[config.mk]
export PLATFORM = sky130hd
export DESIGN_NAME = bstap_port
export DESIGN_NICKNAME = d
export VERILOG_FILES = /design/src/pkg/bstap_pkg.sv /design/src/rtl/bstap_port.sv /design/src/rtl/bstap_sync.sv
export SDC_FILE = /design/constraint.sdc
export NUM_CORES = 1
export LEC_CHECK = 0
export ABC_AREA = 1
export BUFFER_PORTS_ARGS = -buffer_cell sky130_fd_sc_hd__buf_2
export CAP_MARGIN = 20
export CORE_MARGIN = 2
export CORE_UTILIZATION = 45
export DETAILED_ROUTE_END_ITERATION = 8
export SETUP_SLACK_MARGIN = 0.02
export SLEW_MARGIN = 40
export SYNTH_ARGS = -nofsm -noshare
export SYNTH_HDL_FRONTEND = slang
export SYNTH_SLANG_ARGS = --single-unit
export TNS_END_PERCENT = 30
[constraint.sdc]
create_clock -name REF_CLK -period 4.6 [get_ports REF_CLK]
set_clock_uncertainty 0.1 [all_clocks]
set_input_delay 0.46 -clock REF_CLK [delete_from_list [all_inputs] [get_ports REF_CLK]]
set_output_delay 0.46 -clock REF_CLK [all_outputs]
set_load 0.01 [all_outputs]
[src/pkg/bstap_pkg.sv]
package bstap_pkg;

  // ****************************************************************
  // register sizes and fixed patterns
  // ****************************************************************
  localparam int IR_W = 3;
  localparam int ID_W = 32;
  localparam int BSR_LEN_DEF = 16;
  localparam logic [1:0] IR_CAPTURE_PAT = 2'h1;
  localparam int TMS_RESET_EDGES = 5;

  // ****************************************************************
  // instruction codes, three reserved codes fall back to bypass
  // ****************************************************************
  localparam logic [IR_W-1:0] INS_EXTEST = 3'h0;
  localparam logic [IR_W-1:0] INS_IDCODE = 3'h1;
  localparam logic [IR_W-1:0] INS_SAMPLE_Z = 3'h2;
  localparam logic [IR_W-1:0] INS_SAMPLE = 3'h4;
  localparam logic [IR_W-1:0] INS_BYPASS = 3'h7;

  // identification word; value is arbitrary
  localparam logic [ID_W-1:0] ID_WORD_DEF = 32'h1234_5679;

  // ****************************************************************
  // controller states
  // ****************************************************************
  typedef enum logic [15:0] {
    ST_RESET   = 16'h0001,
    ST_IDLE    = 16'h0002,
    ST_SEL_DR  = 16'h0004,
    ST_CAP_DR  = 16'h0008,
    ST_SH_DR   = 16'h0010,
    ST_EX1_DR  = 16'h0020,
    ST_PAU_DR  = 16'h0040,
    ST_EX2_DR  = 16'h0080,
    ST_UPD_DR  = 16'h0100,
    ST_SEL_IR  = 16'h0200,
    ST_CAP_IR  = 16'h0400,
    ST_SH_IR   = 16'h0800,
    ST_EX1_IR  = 16'h1000,
    ST_PAU_IR  = 16'h2000,
    ST_EX2_IR  = 16'h4000,
    ST_UPD_IR  = 16'h8000
  } bstap_state_t;

endpackage : bstap_pkg

[src/rtl/bstap_port.sv]
`timescale 1ns/1ns
// Operation
// - all inputs are sampled on the rising test-clock edge only
// - serial output changes only on the falling test-clock edge
// - mode-select commands the controller, sampled at each rising edge
// - open mode-select line reads high
// - open data input reads high
// - serial input enters the MSB of the selected register
// - serial output comes from the LSB of the selected register
// - instruction register chooses the register in the scan path
// - output driver enabled only in the shift states
// - controller, instruction, boundary, bypass and identification registers
// - controller and instructions follow the boundary-scan standard
// - test logic runs on the system clock, stepped by synchronised test-clock edges
// - power-up puts the port into reset without disturbing memory
// - five high mode-select rising edges reset the test port
// - three-bit instruction register loads identification code on reset
// - capture-IR loads 01 into the two instruction LSBs
// - serial output is high impedance after power-up
module bstap_port #(
  parameter int BSR_LEN = bstap_pkg::BSR_LEN_DEF,
  parameter logic [bstap_pkg::ID_W-1:0] ID_WORD = bstap_pkg::ID_WORD_DEF
) (
  // system clock and reset
  input wire logic REF_CLK,
  input wire logic RST_N,
  // test pins
  input wire logic TCK,
  input wire logic TMS,
  input wire logic TDI,
  output logic TDO,
  output logic TDO_OE,
  // boundary ring
  input wire logic [BSR_LEN-1:0] BSR_CAPTURE,
  output logic [BSR_LEN-1:0] BSR_OUT,
  output logic EXTEST_MODE,
  output logic OUT_HIGHZ
);

  // ****************************************************************
  // pin synchronisers
  // ****************************************************************
  logic [2:0] pin_level;
  logic [2:0] pin_rise;
  logic [2:0] pin_fall;

  // all three pins share the same latency so TMS/TDI line up with TCK
  // test clock resets to its parked low level, so no false fall follows
  bstap_sync #(.W(3), .RST_VAL(3'h6)) u_sync (
    .REF_CLK(REF_CLK),
    .RST_N(RST_N),
    .pin_in({TDI, TMS, TCK}),
    .level(pin_level),
    .rise(pin_rise),
    .fall(pin_fall)
  );

  wire tck_rise = pin_rise[0];
  wire tck_fall = pin_fall[0];
  wire tms = pin_level[1];
  wire tdi = pin_level[2];

  // ****************************************************************
  // controller
  // ****************************************************************
  function automatic bstap_pkg::bstap_state_t next_state(
    input bstap_pkg::bstap_state_t s,
    input logic m
  );
    case (s)
      bstap_pkg::ST_RESET:
        next_state = m ? bstap_pkg::ST_RESET : bstap_pkg::ST_IDLE;
      bstap_pkg::ST_IDLE:
        next_state = m ? bstap_pkg::ST_SEL_DR : bstap_pkg::ST_IDLE;
      bstap_pkg::ST_SEL_DR:
        next_state = m ? bstap_pkg::ST_SEL_IR : bstap_pkg::ST_CAP_DR;
      bstap_pkg::ST_CAP_DR:
        next_state = m ? bstap_pkg::ST_EX1_DR : bstap_pkg::ST_SH_DR;
      bstap_pkg::ST_SH_DR:
        next_state = m ? bstap_pkg::ST_EX1_DR : bstap_pkg::ST_SH_DR;
      bstap_pkg::ST_EX1_DR:
        next_state = m ? bstap_pkg::ST_UPD_DR : bstap_pkg::ST_PAU_DR;
      bstap_pkg::ST_PAU_DR:
        next_state = m ? bstap_pkg::ST_EX2_DR : bstap_pkg::ST_PAU_DR;
      bstap_pkg::ST_EX2_DR:
        next_state = m ? bstap_pkg::ST_UPD_DR : bstap_pkg::ST_SH_DR;
      bstap_pkg::ST_UPD_DR:
        next_state = m ? bstap_pkg::ST_SEL_DR : bstap_pkg::ST_IDLE;
      bstap_pkg::ST_SEL_IR:
        next_state = m ? bstap_pkg::ST_RESET : bstap_pkg::ST_CAP_IR;
      bstap_pkg::ST_CAP_IR:
        next_state = m ? bstap_pkg::ST_EX1_IR : bstap_pkg::ST_SH_IR;
      bstap_pkg::ST_SH_IR:
        next_state = m ? bstap_pkg::ST_EX1_IR : bstap_pkg::ST_SH_IR;
      bstap_pkg::ST_EX1_IR:
        next_state = m ? bstap_pkg::ST_UPD_IR : bstap_pkg::ST_PAU_IR;
      bstap_pkg::ST_PAU_IR:
        next_state = m ? bstap_pkg::ST_EX2_IR : bstap_pkg::ST_PAU_IR;
      bstap_pkg::ST_EX2_IR:
        next_state = m ? bstap_pkg::ST_UPD_IR : bstap_pkg::ST_SH_IR;
      bstap_pkg::ST_UPD_IR:
        next_state = m ? bstap_pkg::ST_SEL_DR : bstap_pkg::ST_IDLE;
      default:
        next_state = bstap_pkg::ST_RESET;
    endcase
  endfunction : next_state

  bstap_pkg::bstap_state_t state_ff;
  bstap_pkg::bstap_state_t nxt_state;

  assign nxt_state = tck_rise ? next_state(state_ff, tms) : state_ff;

  // power-up reset lands in test-logic-reset; memory side is untouched
  always_ff @(posedge REF_CLK) begin
    if (!RST_N) begin
      state_ff <= bstap_pkg::ST_RESET;
    end else begin
      state_ff <= nxt_state;
    end
  end

  // ****************************************************************
  // instruction decode
  // ****************************************************************
  logic [bstap_pkg::IR_W-1:0] ir_ff;
  logic [bstap_pkg::IR_W-1:0] ir_sr_ff;
  logic [bstap_pkg::ID_W-1:0] id_sr_ff;
  logic [BSR_LEN-1:0] bsr_sr_ff;
  logic byp_ff;

  wire sel_id = (ir_ff == bstap_pkg::INS_IDCODE);
  wire sel_bsr = (ir_ff == bstap_pkg::INS_EXTEST) ||
                 (ir_ff == bstap_pkg::INS_SAMPLE_Z) ||
                 (ir_ff == bstap_pkg::INS_SAMPLE);
  // reserved codes are treated as bypass so the chain stays one bit
  wire sel_byp = !sel_id && !sel_bsr;

  wire in_sh_dr = (state_ff == bstap_pkg::ST_SH_DR);
  wire in_sh_ir = (state_ff == bstap_pkg::ST_SH_IR);
  wire is_shift = in_sh_dr || in_sh_ir;
  wire dr_lsb = sel_id ? id_sr_ff[0] :
                sel_bsr ? bsr_sr_ff[0] : byp_ff;
  wire scan_lsb = in_sh_ir ? ir_sr_ff[0] : dr_lsb;

  // ****************************************************************
  // instruction register
  // ****************************************************************
  always_ff @(posedge REF_CLK) begin
    if (!RST_N) begin
      ir_ff <= bstap_pkg::INS_IDCODE;
      ir_sr_ff <= bstap_pkg::INS_IDCODE;
    end else if (tck_rise) begin
      // load on entry so no test instruction lingers in reset
      if (nxt_state == bstap_pkg::ST_RESET) begin
        ir_ff <= bstap_pkg::INS_IDCODE;
      end else if (state_ff == bstap_pkg::ST_CAP_IR) begin
        ir_sr_ff <= {1'b0, bstap_pkg::IR_CAPTURE_PAT};
      end else if (in_sh_ir) begin
        ir_sr_ff <= {tdi, ir_sr_ff[bstap_pkg::IR_W-1:1]};
      end else if (state_ff == bstap_pkg::ST_UPD_IR) begin
        ir_ff <= ir_sr_ff;
      end
    end
  end

  // ****************************************************************
  // data registers
  // ****************************************************************
  wire dr_cap = tck_rise && (state_ff == bstap_pkg::ST_CAP_DR);
  wire dr_sh = tck_rise && in_sh_dr;
  wire dr_upd = tck_rise && (state_ff == bstap_pkg::ST_UPD_DR);

  always_ff @(posedge REF_CLK) begin
    if (!RST_N) begin
      id_sr_ff <= '0;
      bsr_sr_ff <= '0;
      byp_ff <= 1'b0;
    end else if (dr_cap) begin
      if (sel_id) id_sr_ff <= ID_WORD;
      if (sel_bsr) bsr_sr_ff <= BSR_CAPTURE;
      if (sel_byp) byp_ff <= 1'b0;
    end else if (dr_sh) begin
      if (sel_id) id_sr_ff <= {tdi, id_sr_ff[bstap_pkg::ID_W-1:1]};
      if (sel_bsr) bsr_sr_ff <= {tdi, bsr_sr_ff[BSR_LEN-1:1]};
      if (sel_byp) byp_ff <= tdi;
    end
  end

  // update latch only moves at update-DR so the ring never sees shifting
  always_ff @(posedge REF_CLK) begin
    if (!RST_N) begin
      BSR_OUT <= '0;
    end else if (dr_upd && sel_bsr) begin
      BSR_OUT <= bsr_sr_ff;
    end
  end

  always_ff @(posedge REF_CLK) begin
    if (!RST_N) begin
      EXTEST_MODE <= 1'b0;
      OUT_HIGHZ <= 1'b0;
    end else begin
      EXTEST_MODE <= (ir_ff == bstap_pkg::INS_EXTEST);
      OUT_HIGHZ <= (ir_ff == bstap_pkg::INS_SAMPLE_Z);
    end
  end

  // ****************************************************************
  // serial output, falling edge
  // ****************************************************************
  always_ff @(posedge REF_CLK) begin
    if (!RST_N) begin
      TDO <= 1'b0;
      TDO_OE <= 1'b0;
    end else if (tck_fall) begin
      TDO <= scan_lsb;
      TDO_OE <= is_shift;
    end
  end

  // ****************************************************************
  // checks
  // ****************************************************************
  logic [2:0] tms_run_ff;

  always_ff @(posedge REF_CLK) begin
    if (!RST_N) begin
      tms_run_ff <= 3'h0;
    end else if (tck_rise) begin
      if (!tms) tms_run_ff <= 3'h0;
      else if (tms_run_ff != 3'h7) tms_run_ff <= tms_run_ff + 3'h1;
    end
  end
endmodule : bstap_port

[src/rtl/bstap_sync.sv]
`timescale 1ns/1ns
module bstap_sync #(
  parameter int W = 3,
  parameter logic [W-1:0] RST_VAL = '1
) (
  // clock and reset
  input wire logic REF_CLK,
  input wire logic RST_N,
  // pin levels
  input wire logic [W-1:0] pin_in,
  // synchronised level and edges
  output logic [W-1:0] level,
  output logic [W-1:0] rise,
  output logic [W-1:0] fall
);

  logic [W-1:0] meta_ff;
  logic [W-1:0] sync_ff;
  logic [W-1:0] prev_ff;

  // reset value high mirrors the pin pull-ups: an open pin reads one
  always_ff @(posedge REF_CLK) begin
    if (!RST_N) begin
      meta_ff <= RST_VAL;
      sync_ff <= RST_VAL;
      prev_ff <= RST_VAL;
    end else begin
      meta_ff <= pin_in;
      sync_ff <= meta_ff;
      prev_ff <= sync_ff;
    end
  end

  assign level = sync_ff;
  assign rise = sync_ff & ~prev_ff;
  assign fall = ~sync_ff & prev_ff;

endmodule : bstap_sync

==> results of run 1 <==
path summary, 6_finish.rpt:
check / to / slack (ns)
worst max-delay path: id_sr_ff[15]$_SDFFE_PN0P_ / 1.44
worst max register to register: id_sr_ff[15]$_SDFFE_PN0P_ / 1.44
worst min register to register: u_sync.level[1]$_SDFF_PN1_ / 0.32
worst min-delay path: u_sync.meta_ff[2]$_SDFF_PN1_ / 0.17
power by group:
part	switching [mW]	internal (mW)	leakage [nW]
logic	0.0394	0.0202	1.25
registers	0.00240	0.852	0.791
clock network	0.332	0.268	0.111
total	0.374	1.14	2.15
cells by family after synthesis:
family | after synthesis
buffers and inverters | 94
AO/OA/AOI/OAI | 164
flip-flops | 98
AND/OR/NAND/NOR | 228
cells in the final DEF, fill, tap and decap left out, drive strengths merged, types with 17 or more instances in the layout:
cell type / count
a21oi: 63
nor2: 89
nor3: 19
o21a: 17
buf: 43
o21ai: 71
inv: 65
dfxtp: 98
nand2: 79
nand3: 26
layer usage:
metal	up-vias	GRT usage	part of all wire
met4	0	0.0502	0.011
met5	-	0	0
met2	59	0.290	0.46
li1	1954	-	-
met1	1706	0.230	0.49
met3	10	0.0378	0.036
registers in the layout, summed over array words and instances (netlist names):
name / count
byp_ff: 1
ir_ff: 3
bsr_sr_ff: 16
ir_sr_ff: 3
u_sync.level: 3
id_sr_ff: 32
state_ff: 16
u_sync.meta_ff: 3
TDO: 1
u_sync.prev_ff: 1
EXTEST_MODE: 1
TDO_OE: 1
OUT_HIGHZ: 1
BSR_OUT: 16
per-stage QoR:
stage               instances  total power [mW]
finish                    744              1.51
global route              744              1.57
CTS                       744              1.53
detailed placement        728             0.934
global placement          728             0.934
floorplan                 584             0.917
cell type report:
| type | count | area, sq um | share of cell area |
|---|---|---|---|
| tap | 133 | 166 | 0.0340 |
| sequential | 98 | 1960 | 0.400 |
| clock inverter | 7 | 95.1 | 0.0194 |
| timing repair buffer | 43 | 223 | 0.0455 |
| multi-input combinational | 392 | 2100 | 0.428 |
| inverter | 62 | 233 | 0.0475 |
| clock buffer | 9 | 124 | 0.0253 |
==> flow_summary.yaml, run 1 <==
outcome:
  status: "complete, no violations"
drt:
  drtIter0Drc: 190
  ant_nets: 0
  routedWlPerCell_microns: 12.7
  drt-total-wl_mm: 9.46
  vias_per_cell: 5.01
  via_count: 3729
  drtPass1Iterations: 7
  drcViolationCount: 0
logic_synthesis:
  yosysMostFrequentCell: "dfxtp_1"
  synth.mux.area_fraction: 0
  ys_seq_area_frac: 0.439
  synth_top_area_frac: 0.439
  syn_area_sq_mm: 0.00447
  synth_top_family_by_area: "simple AND/OR/NAND/NOR gates"
  synth_seq_cells: 98
  synth_top_cell_by_area: "dfxtp_1"
  ys_types: 38
  syn_nets: 605
  synthTopCellsByCount: "dfxtp_1 (98), nor2_1 (77), nand2_1 (61)"
  avgSynthCellArea_sq_um: 7.65
  synth_area_leaders: "dfxtp_1 (44%), nor2_1 (6.5%), a21oi_1 (5.9%)"
  synth-simple-area-share: 0.255
  syn_inst: 584
  synth-edff-count: 0
  synth-compound-area-share: 0.214
  async_flop_share: 0
  synth.yosys.warnings: 0
  synth_flop_cell: "dfxtp_1"
  synthAdderAreaFrac: 0
  synth_xor_area_frac: 0
min_path:
  holdPathStages: 2
  holdCritStartpoint: "TDI"
  hold_class: "in -> reg"
cts:
  clk_pin_slew_ns: 0.11
  clockBufferDepth: 2
  cts_tree: "yes"
  cts_root_buf: "clkbuf_8"
  post_cts_resized: 0
  clock_latency_ns: 0.36
  cts-hold-fix-buffers: 0
  numCtsBuffers: 9
  cts_sinks: 98
  postCtsSetupBuffers: 0
  cts_max_level: 3
cells_and_area:
  antenna_cells: 0
  final_core_util: 0.506
  n_fill_cell: 980
  drive_gt1_frac: 0.200
  area_growth_syn_to_layout_pct: 9.66
  layout.nets: 627
  final_area_sq_mm: 0.00490
setup_path:
  crit_required_ns: 4.76
  critPathKind: "reg -> reg"
  crit_chain: "nand2_1, inv_1, nand2_2, nor2_4, inv_2, a21oi_1, nor2_1, o21a_1"
  crit_family: "buffers and inverters"
  crit_path_max_incr_delay_ns: 0.71
  worstReg2RegStart: "u_sync.level[0]$_SDFF_PN0_"
  cp.buffers_inverters: 2
  path_depth: 8
  cp-startpoint: "u_sync.level[0]$_SDFF_PN0_"
  start_kind: "register"
  endpoint_kind: "register"
  worst_path_max_delay_cell: "inv_1"
  worstPathArrival_ns: 3.32
  cp_max_fo: 34
  worst-r2r-cell-count: 8
global_route:
  grt_pass1_vias: 3351
  globalRoute.totalOverflow: 0
  antenna_found_initial: 0
  grt_start_max_net_pins: 59
  track_usage: 0.175
  grt_first_pass_wirelength_mm: 15.6
floorplan:
  rows: 36
  die_x_microns: 104
  core_sq_mm: 0.00968
  die_area_sq_mm: 0.0107
  start_util: 0.461
  die_height_microns: 104
  pin_count: 41
timing:
  worst_slew_pin_slew_ns: 0.818
  setup_tns_ns: 0
  finalMaxSlewViolations: 0
  period_share: 0.687
  worst_slack_ns: 1.44
  slew_headroom: 0.454
  fin_hold_ws_ns: 0.169
  setup_viol: 0
  hold_violations: 0
  rsz0062_at_grt: "false"
  min_period_ns: 3.16
  max_freq_ghz: 0.317
placement:
  place.gp.congestion: 0.895
  dp_hpwl_mm: 6.37
  pre_cts_slack_ns: 1.46
  place_area_sq_mm: 0.00468
  portBuffers: 40
power_and_ir_drop:
  ir_drop_uv: 193
  power_density_mw_per_mm2: 309
  p_leak_nw: 2.15
flow_run:
  maxCapViolCount: 0
Note: power is estimated with default switching activity, not from simulation.
==> run 2: changes to the inputs <==
--- a/config.mk
+++ b/config.mk
@@ -5,12 +5,13 @@
 export SDC_FILE = /design/constraint.sdc
 export NUM_CORES = 1
 export LEC_CHECK = 0
-export ABC_AREA = 1
+export ABC_AREA = 0
 export BUFFER_PORTS_ARGS = -buffer_cell sky130_fd_sc_hd__buf_2
 export CAP_MARGIN = 20
 export CORE_MARGIN = 2
 export CORE_UTILIZATION = 45
 export DETAILED_ROUTE_END_ITERATION = 8
+export PLACE_DENSITY = 0.66
 export SETUP_SLACK_MARGIN = 0.02
 export SLEW_MARGIN = 40
 export SYNTH_ARGS = -nofsm -noshare
==> constraint.sdc (replaced) <==
create_clock -name REF_CLK -period 2.8 [get_ports REF_CLK]
set_clock_uncertainty 0.1 [all_clocks]
set_input_delay 0.28 -clock REF_CLK [delete_from_list [all_inputs] [get_ports REF_CLK]]
set_output_delay 0.28 -clock REF_CLK [all_outputs]
set_load 0.01 [all_outputs]
==> flow_summary.yaml, run 2 <==
logic_synthesis:
  syn_inst: 552
  ys_seq_area_frac: 0.431
  synth_top_area_frac: 0.431
  syn_nets: 573
  synth_seq_cells: 98
  synth_area_leaders: "dfxtp_1 (43%), nand2_1 (7.8%), nor3b_2 (3.8%)"
  yosysMostFrequentCell: "dfxtp_1"
  avgSynthCellArea_sq_um: 8.25
  synthTopCellsByCount: "dfxtp_1 (98), nand2_1 (95), nor2_1 (40)"
  synth-edff-count: 0
  synth_flop_cell: "dfxtp_1"
  synth_top_cell_by_area: "dfxtp_1"
  syn_area_sq_mm: 0.00456
  synth.yosys.warnings: 0
  async_flop_share: 0
  ys_types: 55
timing:
  min_period_ns: 2.76
  period_share: 0.987
  worst_slew_pin_slew_ns: 0.677
  hold_violations: 0
  finalMaxSlewViolations: 0
  slew_headroom: 0.549
  fin_hold_ws_ns: 0.0861
  worst_slack_ns: 0.0371
  rsz0062_at_grt: "true"
  setup_viol: 0
  setup_tns_ns: 0
  max_freq_ghz: 0.362
floorplan:
  pin_count: 41
  die_x_microns: 105
  rows: 36
  start_util: 0.464
  die_area_sq_mm: 0.0109
  core_sq_mm: 0.00982
  die_height_microns: 105
global_route:
  globalRoute.totalOverflow: 0
  grt_pass1_vias: 3732
  track_usage: 0.205
  grt_start_max_net_pins: 54
  antenna_found_initial: 0
  grt_first_pass_wirelength_mm: 18.2
cts:
  cts_sinks: 98
  cts_max_level: 3
  clock_latency_ns: 0.38
  clockBufferDepth: 2
  cts_tree: "yes"
  numCtsBuffers: 9
  clk_pin_slew_ns: 0.09
  cts_root_buf: "clkbuf_8"
power_and_ir_drop:
  ir_drop_uv: 424
  swShare: 0.238
  p_switching_uw: 557
  p_leak_nw: 1.92
  intPower_mw: 1.79
  seqPwrFrac: 0.599
  power_frac_clock: 0.367
  power_mw: 2.34
  power_density_mw_per_mm2: 441
  p_comb_frac: 0.034
outcome:
  status: "complete, no violations"
drt:
  drcViolationCount: 0
  routed.top_layer: "met4"
  drtIter0Drc: 222
  drt-total-wl_mm: 11.0
  dr_wl_met3_microns: 526
  via_count: 3974
  vias_per_cell: 5.41
  wl_met2_mm: 5.06
  ant_nets: 0
  drtPass1Iterations: 4
  m1WireLength_mm: 5.26
  routedWlPerCell_microns: 15.0
min_path:
  hold_class: "in -> reg"
flow_run:
  maxCapViolCount: 0
cells_and_area:
  n_fill_cell: 957
  drive_gt1_frac: 0.215
  layout.nets: 617
  layout_common_cells: "dfxtp_1 (97), nand2_1 (94), buf_2 (40)"
  layout_commonest_cell: "dfxtp_1"
  area_growth_syn_to_layout_pct: 16.6
  largest_reg_flops: 32
  antenna_cells: 0
  regMostFlops: "id_sr_ff"
placement:
  place.gp.congestion: 0.894
  dp_hpwl_mm: 7.47
  pre_cts_slack_ns: 0.0486
  portBuffers: 40
setup_path:
  crit_required_ns: 2.97
  endpoint_kind: "register"
  critPathKind: "reg -> reg"
  worstPathArrival_ns: 2.93
  cp_max_fo: 32
  start_kind: "register"
==> run 2: cell count changes after synthesis, moves of 22 or more <==
cell	before	now
inv_1	59	6
o21ai_0	53	8
nor2_1	77	40
nand2_1	61	95
a21oi_1	53	31
and2_1	2	24
==> run 2: cell families after synthesis <==
group | count (synthesis) | synth area share
AO/OA/AOI/OAI | 105 | 0.146
XOR/XNOR | 7 | 0.0135
buffers and inverters | 52 | 0.0522
flip-flops | 98 | 0.431
multiplexers | 16 | 0.0352
AND/OR/NAND/NOR | 274 | 0.323
==> run 2: power by group through the flow <==
stage / Clock (mW) / Combinational [mW] / Sequential (mW)
detailed placement: 0 / 0.0769 / 1.44
global placement: 0 / 0.0764 / 1.44
global route: 0.936 / 0.0872 / 1.41
finish: 0.860 / 0.0794 / 1.40
floorplan: 0 / 0.0480 / 1.43
CTS: 0.881 / 0.0798 / 1.40
==> run 2: final cells by class <==
type                       count  area (sq um)  area share
clock buffer                  11           141      0.0266
clock inverter                 5          36.3     0.00683
inverter                       7          26.3     0.00495
multi-input combinational    402          2430       0.458
sequential                    98          1960       0.370
tap                          133           166      0.0313
timing repair buffer          78           548       0.103
==> run 2: metal layers <==
layer	vias to the layer above	track usage
met1	1869	0.276
met5	-	0
met2	86	0.320
met3	15	0.0536
li1	2004	-
met4	0	0.0686
==> run 2: worst max-delay path, cell delays in order, from the launching register on <==
cell and delay (ns):
dfxtp_2 0.33, or4_4 0.53, or3_4 0.38, or4_4 0.56
nor2_4 0.12, nand3_1 0.12, buf_12 0.20, nor3_1 0.22
nor3b_2 0.08
==> run 2: path summary, 6_finish.rpt <==
path	cells past startpoint	startpoint	endpoint	slack, ns
setup / recovery	8	state_ff[8]$_SDFF_PN0_	id_sr_ff[14]$_SDFFE_PN0P_	0.04
hold / removal	3	BSR_CAPTURE[15]	bsr_sr_ff[15]$_SDFFE_PN0P_	0.09
setup reg to reg	8	state_ff[8]$_SDFF_PN0_	id_sr_ff[14]$_SDFFE_PN0P_	0.04
hold reg to reg	1	u_sync.meta_ff[1]$_SDFF_PN1_	u_sync.level[1]$_SDFF_PN1_	0.32
==> run 2: repair_timing <==
action / 4_1_cts / 5_1_grt
resized for setup: 0 / 18
endpoints found under the hold margin: 3 / 0
setup endpoints to repair: 0 / 49
hold buffers: 3 / 0
buffers inserted: 0 / 0
==> run 2: metrics by stage <==
step | std cells | area [sq um] | util
floorplan | 552 | 4570 | -
global placement | 714 | 5010 | 0.510
detailed placement | 714 | 5010 | 0.510
CTS | 733 | 5210 | 0.531
global route | 734 | 5310 | 0.541
finish | 734 | 5310 | 0.541
